===== src/logic/hbw_pkg.sv =====
// constants shared by the host bus wait port
package hbw_pkg;
    localparam int CLK_PERIOD_NS   = 8;
    localparam int DATA_W          = 8;
    localparam int ADDR_W          = 16;
    localparam int STROBES         = 2;
    localparam int STB_RD          = 0;
    localparam int STB_WR          = 1;
    // longest stall: 4 clock periods plus 2 ns, rounded down
    localparam int WAIT_MAX_TS     = 4;
    localparam int WAIT_MAX_XNS    = 2;
    localparam int WAIT_MAX_NS     = WAIT_MAX_TS * CLK_PERIOD_NS + WAIT_MAX_XNS;
    localparam int WAIT_MAX_CYC    = WAIT_MAX_NS / CLK_PERIOD_NS;
    // data after stall release: 1 period plus 7 ns, rounded down
    localparam int DATA_WAIT_TS    = 1;
    localparam int DATA_WAIT_XNS   = 7;
    localparam int DATA_WAIT_NS    = DATA_WAIT_TS * CLK_PERIOD_NS + DATA_WAIT_XNS;
    localparam int DATA_WAIT_CYC   = DATA_WAIT_NS / CLK_PERIOD_NS;
    // data after read fall without stall: 4 periods plus 20 ns, rounded down
    localparam int RD_NOWAIT_TS    = 4;
    localparam int RD_NOWAIT_XNS   = 20;
    localparam int RD_NOWAIT_NS    = RD_NOWAIT_TS * CLK_PERIOD_NS + RD_NOWAIT_XNS;
    localparam int RD_NOWAIT_CYC   = RD_NOWAIT_NS / CLK_PERIOD_NS;
    // host side minimum strobe width in clock periods
    localparam int STROBE_MIN_CYC  = 5;
    localparam int RD_LAT_DEF      = 1;
    localparam int CNT_W           = 3;
    localparam logic [DATA_W-1:0] BUS_RESET = 8'h00;
    localparam logic [ADDR_W-1:0] ADDR_RESET = 16'h0000;

    typedef enum logic [1:0] {
        ST_IDLE  = 2'b00,
        ST_STALL = 2'b01,
        ST_HOLD  = 2'b10
    } hbw_state_type;
endpackage


===== src/logic/hbw_port.sv =====
// host parallel bus port with optional wait handshake
`timescale 1ns/10ps
`default_nettype none
module hbw_port #(
    parameter int unsigned RD_LAT = hbw_pkg::RD_LAT_DEF
) (
    input  wire logic                       mclk,
    input  wire logic                       reset_n,
    input  wire logic                       cs_n,
    input  wire logic                       rd_n,
    input  wire logic                       wr_n,
    input  wire logic [hbw_pkg::ADDR_W-1:0] host_addr,
    input  wire logic [hbw_pkg::DATA_W-1:0] host_bus_in,
    output logic      [hbw_pkg::DATA_W-1:0] host_bus_out,
    output logic                            host_bus_oe_n,
    output logic                            wait_n_out,
    output logic                            wait_oe_n,
    input  wire logic                       wait_enable,
    output logic      [hbw_pkg::ADDR_W-1:0] core_addr,
    output logic                            core_rd,
    input  wire logic [hbw_pkg::DATA_W-1:0] core_rdata,
    output logic                            core_wr,
    output logic      [hbw_pkg::DATA_W-1:0] core_wdata
);
    import hbw_pkg::*;

    // stall length of a read, must keep RD_LAT + 1 within WAIT_MAX_CYC
    localparam logic [CNT_W-1:0] RD_TARGET = CNT_W'(RD_LAT);
    localparam int RD_WIN = RD_NOWAIT_CYC;
    localparam int DW_WIN = DATA_WAIT_CYC;

    logic [STROBES-1:0] fall;
    logic [STROBES-1:0] rise;
    logic [DATA_W-1:0]  bus_last;

    hbw_strobe_edge u_edge (
        .mclk        (mclk),
        .reset_n     (reset_n),
        .strobe_n    ({wr_n, rd_n}),
        .host_bus_in (host_bus_in),
        .fall        (fall),
        .rise        (rise),
        .bus_last    (bus_last)
    );

    hbw_state_type     state_reg;
    hbw_state_type     state_next;
    logic [CNT_W-1:0]  cnt_reg;
    logic [CNT_W-1:0]  cnt_next;
    logic              is_rd_reg;
    logic              is_rd_next;
    logic              rvalid_reg;
    logic              rvalid_next;
    logic              wait_n_reg;
    logic              wait_n_next;
    logic              wait_oe_n_reg;
    logic              wait_oe_n_next;
    logic [DATA_W-1:0] bus_out_reg;
    logic [DATA_W-1:0] bus_out_next;
    logic              bus_oe_n_reg;
    logic              bus_oe_n_next;
    logic [ADDR_W-1:0] addr_reg;
    logic [ADDR_W-1:0] addr_next;
    logic [DATA_W-1:0] wdata_reg;
    logic [DATA_W-1:0] wdata_next;
    logic              core_rd_reg;
    logic              core_rd_next;
    logic              core_wr_reg;
    logic              core_wr_next;
    logic              active_rise;
    logic [CNT_W-1:0]  target;

    assign active_rise = is_rd_reg ? rise[STB_RD] : rise[STB_WR];
    // writes stall one cycle, just long enough to show the handshake
    assign target      = is_rd_reg ? RD_TARGET : '0;

    always_comb begin
        state_next     = state_reg;
        cnt_next       = cnt_reg;
        is_rd_next     = is_rd_reg;
        rvalid_next    = rvalid_reg;
        wait_n_next    = wait_n_reg;
        wait_oe_n_next = wait_oe_n_reg;
        bus_out_next   = bus_out_reg;
        bus_oe_n_next  = bus_oe_n_reg;
        addr_next      = addr_reg;
        wdata_next     = wdata_reg;
        core_rd_next   = 1'b0;
        core_wr_next   = 1'b0;
        case (state_reg)
            ST_IDLE: begin
                if (!cs_n && (fall[STB_RD] || fall[STB_WR])) begin
                    state_next   = ST_STALL;
                    cnt_next     = '0;
                    is_rd_next   = fall[STB_RD];
                    rvalid_next  = 1'b0;
                    addr_next    = host_addr;
                    core_rd_next = fall[STB_RD];
                    if (wait_enable) begin
                        wait_n_next    = 1'b0;
                        wait_oe_n_next = 1'b0;
                    end
                    if (fall[STB_RD]) begin
                        bus_oe_n_next = 1'b0;
                    end
                end
            end
            ST_STALL: begin
                cnt_next = cnt_reg + CNT_W'(1);
                if (cnt_reg == target) begin
                    if (is_rd_reg) begin
                        bus_out_next = core_rdata;
                        rvalid_next  = 1'b1;
                    end
                    wait_n_next = 1'b1;
                    state_next  = ST_HOLD;
                end
            end
            ST_HOLD: begin
                state_next = ST_HOLD;
            end
            default: begin
                state_next = ST_IDLE;
            end
        endcase
        if (state_reg != ST_IDLE && active_rise) begin
            state_next     = ST_IDLE;
            wait_n_next    = 1'b1;
            wait_oe_n_next = 1'b1;
            bus_oe_n_next  = 1'b1;
            if (!is_rd_reg) begin
                core_wr_next = 1'b1;
                wdata_next   = bus_last;
            end
        end
        // deselect mid-access aborts, a pending write is dropped
        if (state_reg != ST_IDLE && cs_n) begin
            state_next     = ST_IDLE;
            wait_n_next    = 1'b1;
            wait_oe_n_next = 1'b1;
            bus_oe_n_next  = 1'b1;
            core_wr_next   = 1'b0;
        end
    end

    always_ff @(posedge mclk or negedge reset_n) begin
        if (!reset_n) begin
            state_reg     <= ST_IDLE;
            cnt_reg       <= '0;
            is_rd_reg     <= 1'b0;
            rvalid_reg    <= 1'b0;
            wait_n_reg    <= 1'b1;
            wait_oe_n_reg <= 1'b1;
            bus_out_reg   <= BUS_RESET;
            bus_oe_n_reg  <= 1'b1;
            addr_reg      <= ADDR_RESET;
            wdata_reg     <= BUS_RESET;
            core_rd_reg   <= 1'b0;
            core_wr_reg   <= 1'b0;
        end else begin
            state_reg     <= state_next;
            cnt_reg       <= cnt_next;
            is_rd_reg     <= is_rd_next;
            rvalid_reg    <= rvalid_next;
            wait_n_reg    <= wait_n_next;
            wait_oe_n_reg <= wait_oe_n_next;
            bus_out_reg   <= bus_out_next;
            bus_oe_n_reg  <= bus_oe_n_next;
            addr_reg      <= addr_next;
            wdata_reg     <= wdata_next;
            core_rd_reg   <= core_rd_next;
            core_wr_reg   <= core_wr_next;
        end
    end

    assign host_bus_out  = bus_out_reg;
    assign host_bus_oe_n = bus_oe_n_reg;
    assign wait_n_out    = wait_n_reg;
    assign wait_oe_n     = wait_oe_n_reg;
    assign core_addr     = addr_reg;
    assign core_rd       = core_rd_reg;
    assign core_wr       = core_wr_reg;
    assign core_wdata    = wdata_reg;

    // helper: length of the current stall
    logic [CNT_W:0] stall_len_reg;
    logic [CNT_W:0] stall_len_next;
    always_comb begin
        stall_len_next = '0;
        if (!wait_oe_n_reg && !wait_n_reg) begin
            stall_len_next = stall_len_reg + (CNT_W+1)'(1);
        end
    end
    always_ff @(posedge mclk or negedge reset_n) begin
        if (!reset_n) begin
            stall_len_reg <= '0;
        end else begin
            stall_len_reg <= stall_len_next;
        end
    end
endmodule
`default_nettype wire


===== src/logic/hbw_strobe_edge.sv =====
// edge detection of the read and write strobes
`timescale 1ns/10ps
`default_nettype none
module hbw_strobe_edge (
    input  wire logic                        mclk,
    input  wire logic                        reset_n,
    input  wire logic [hbw_pkg::STROBES-1:0] strobe_n,
    input  wire logic [hbw_pkg::DATA_W-1:0]  host_bus_in,
    output logic      [hbw_pkg::STROBES-1:0] fall,
    output logic      [hbw_pkg::STROBES-1:0] rise,
    output logic      [hbw_pkg::DATA_W-1:0]  bus_last
);
    import hbw_pkg::*;

    logic [STROBES-1:0] prev_reg;
    logic [STROBES-1:0] prev_next;
    logic [DATA_W-1:0]  bus_reg;
    logic [DATA_W-1:0]  bus_next;

    genvar i;
    generate
        for (i = 0; i < STROBES; i = i + 1) begin : g_stb
            assign fall[i] = prev_reg[i] & ~strobe_n[i];
            assign rise[i] = ~prev_reg[i] & strobe_n[i];
        end
    endgenerate

    // bus of the cycle before the rise, the edge itself may lose hold
    assign bus_last = bus_reg;

    always_comb begin
        prev_next = strobe_n;
        bus_next  = host_bus_in;
    end

    always_ff @(posedge mclk or negedge reset_n) begin
        if (!reset_n) begin
            prev_reg <= '1;
            bus_reg  <= BUS_RESET;
        end else begin
            prev_reg <= prev_next;
            bus_reg  <= bus_next;
        end
    end
endmodule
`default_nettype wire


===== config.mk =====
export PLATFORM = sky130hd
export DESIGN_NAME = hbw_port
export DESIGN_NICKNAME = d
export VERILOG_FILES = /design/src/logic/hbw_pkg.sv /design/src/logic/hbw_port.sv /design/src/logic/hbw_strobe_edge.sv
export SDC_FILE = /design/constraint.sdc
export NUM_CORES = 1
export LEC_CHECK = 0
export ABC_AREA = 1
export BUFFER_PORTS_ARGS = -buffer_cell sky130_fd_sc_hd__buf_2
export CAP_MARGIN = 40
export CORE_ASPECT_RATIO = 1.25
export CORE_MARGIN = 8
export CORE_UTILIZATION = 30
export CTS_CLUSTER_DIAMETER = 40
export DETAILED_ROUTE_END_ITERATION = 12
export PLACE_DENSITY = 0.57
export SETUP_SLACK_MARGIN = 0.15
export SLEW_MARGIN = 20
export SYNTH_ARGS = -nofsm -noshare
export SYNTH_HDL_FRONTEND = slang
export SYNTH_SLANG_ARGS = --single-unit

===== constraint.sdc =====
create_clock -name mclk -period 1.7 [get_ports mclk]
set_input_delay 0 -clock mclk [delete_from_list [all_inputs] [get_ports mclk]]
set_output_delay 0 -clock mclk [all_outputs]
set_load 0.05 [all_outputs]

==> impl_metrics.yaml <==
logic_synthesis:
  syn_nets: 266
  syn-instance-count: 225
  synthAdderAreaFrac_pct: 1.77
  ys_warn_count: 0
  synth-seq-area-share_pct: 62.8
  syn_area_sq_um: 2120
  synth_area_per_cell_sq_um: 9.43
  netlist.area_leader.share_pct: 56.6
  synth_top_family_by_area: "simple AND/OR/NAND/NOR gates"
  yosysTopAreaCell: "dfrtp_1"
  synth_compound_area_share_pct: 7.26
  ys_top_cells_by_area: "dfrtp_1, nand2_1, dfstp_2"
  synth_mux_area_share_pct: 0
  synthSimpleGateAreaFrac_pct: 21.1
  synth_cell_types: 22
  yosys.area_share.xor_xnor_pct: 0.413
  synth-seq-cells: 53
critical_path:
  reg2reg_from: "u_edge.prev_reg[1]"
  path_class: "register to register"
  worstPathMaxFanout: 5
  critical_path_arrival_ps: 1700
  r2r_cells: 6
  rr_endpoint: "state_reg[1]"
  r2r_slack_ps: 250
  crit_required_ps: 1950
  endpoint_kind: "register"
  critPathLaunchType: "register"
pwr:
  ir_drop_mv: 0.837
  cellPowerDensity_nw_per_um2: 1890
  leakagePower_nw: 1.67
floorplan:
  initial_utilization_pct: 30.8
  io_pins: 75
  fp.dieW_microns: 91.2
  fp.coreArea_sq_um: 6890
  die_h_microns: 110
  die-area_sq_um: 10000
  rows: 34
routing:
  drt-pass1-iter-count: 4
  drc: 0
  initialDrtViolationCount: 86
  ant_nets: 0
  wl_per_cell_microns: 12.7
  drt-total-wl_mm: 5.52
  vias_per_cell: 4.24
  dr_total_vias: 1843
global_routing:
  antenna_found_initial: 0
  grt_max_degree: 30
  grt_usage_pct: 11.0
  grt_pass1_wl_mm: 8.93
  grt_pass1_vias: 1901
  grt-ovfl-total: 0
sta:
  setup_viol: 0
  finalClockSkew_ps: 9.30
  max_slew_margin_pct: 62.8
  setup_tns_ps: 0
  max_freq_mhz: 688
  grt_setup_unrepaired: "no"
  final_max_slew_viol_count: 0
  hold_violations: 0
  fin_crit_sh_pct: 85.5
  min_period_ps: 1450
  worst_pin_slew_ps: 558
clocking:
  cts.sinks: 53
  htree_num_levels: 2
  clock_path_buffers: 2
  clk-insertion-delay-late_ps: 310
  cts-root-buf: "clkbuf_8"
  cts_buffers: 5
  cts_tree: "built"
  clk_pin_slew_ps: 110
placement:
  globalplace.congestion: 0.797
  dp.cells: 388
  portBuffers: 74
  hpwl_mm: 3.87
  place_area_sq_um: 2610
finish:
  mostFrequentLayoutCell: "nand2_1"
  final_nets: 385
  design_area_sq_um: 3130
  largest_register_ffs: 16
  layout.cells.non_filler: 435
  antenna_cells: 0
  mostFrequentLayoutCells: "nand2_1, buf_2, dfrtp_1, dlygate4sd3_1, inv_1"
  area_growth_pct: 47.4
  fillers: 689
  final_util_pct: 45.4
  drive_gt1_share_pct: 31.3
hold_path:
  min-delay-path-class: "primary input to async pin"
run:
  cap_violations: 0
outcome:
  status: "finished clean"
-- cells by family after synthesis --
family                   count (synthesis)
adder cells (fa/ha/maj)                  3
XOR/XNOR                                 1
flip-flops                              53
AND/OR/NAND/NOR                        107
AO/OA/AOI/OAI                           28
buffers and inverters                   33
-- Yosys cell counts (all sizes together) --
master and instances:
o21bai 1, o21ai 23, inv 28, ha 3, dfstp 5, a21oi 4
nor2 5, nand2 90, xor2 1, buf 5, nand3 10, dfrtp 48
nand4 1, nor3 1
-- area by class of cell --
| type | count | area, sq um | share of cell area, % |
|---|---|---|---|
| timing repair buffer | 117 | 802 | 25.7 |
| clock inverter | 3 | 33.8 | 1.08 |
| tap | 90 | 113 | 3.60 |
| multi-input combinational | 139 | 669 | 21.4 |
| inverter | 28 | 106 | 3.40 |
| sequential | 53 | 1330 | 42.6 |
| clock buffer | 5 | 68.8 | 2.20 |
-- power by group --
part           internal [mW]  switching [mW]  total, mW
clock                  0.308           0.464      0.772
combinational          0.794            2.32       3.11
sequential              1.75           0.269       2.02
total                   2.85            3.05       5.90
-- what timing repair did --
action / CTS / global route
endpoints found under the setup margin: 6 / 31
hold buffers: 37 / 0
buffers inserted: 1 / 1
cloned: 0 / 0
pin swaps: 1 / 2
resized for setup: 1 / 9
hold endpoints to repair: 61 / 0
-- critical path: stages (launching register included) --
cell,delay [ps]
dfstp_2,530
inv_1,40
nand3_1,90
nand2_2,110
o21ai_0,370
nand2_1,100
o21ai_1,150
-- per-layer routing --
metal,wire length [microns],part of all wire [%],GRT usage (%)
met1,2200,40,11.1
met2,3020,55,21.0
met5,0,0,0
met4,136,2.5,5.98
met3,162,2.9,2.24
-- metrics by stage --
step           total power [mW]  hold WS, ps  setup slack (ps)
3_5_place_dp               5.04         28.7               119
2_1_floorplan              4.29         -296               331
3_3_place_gp               4.98         27.8               160
6_report                   5.90          198               246
4_1_cts                    5.90          209               142
5_1_grt                    6.28          254               145
-- worst max path at each step --
stage                        from           end  slack (ps)  depth (start not counted)
2_1_floorplan        state_reg[1]  state_reg[0]         330                          7
3_3_place_gp   u_edge.prev_reg[1]     wait_oe_n         160                          7
3_5_place_dp         state_reg[1]  state_reg[0]         120                          7
4_1_cts        u_edge.prev_reg[1]     wait_oe_n         140                          7
5_1_grt              state_reg[1]  state_reg[1]         150                          8
6_report       u_edge.prev_reg[1]  state_reg[1]         250                          6
No activity file was read; power rests on OpenSTA's default activity.
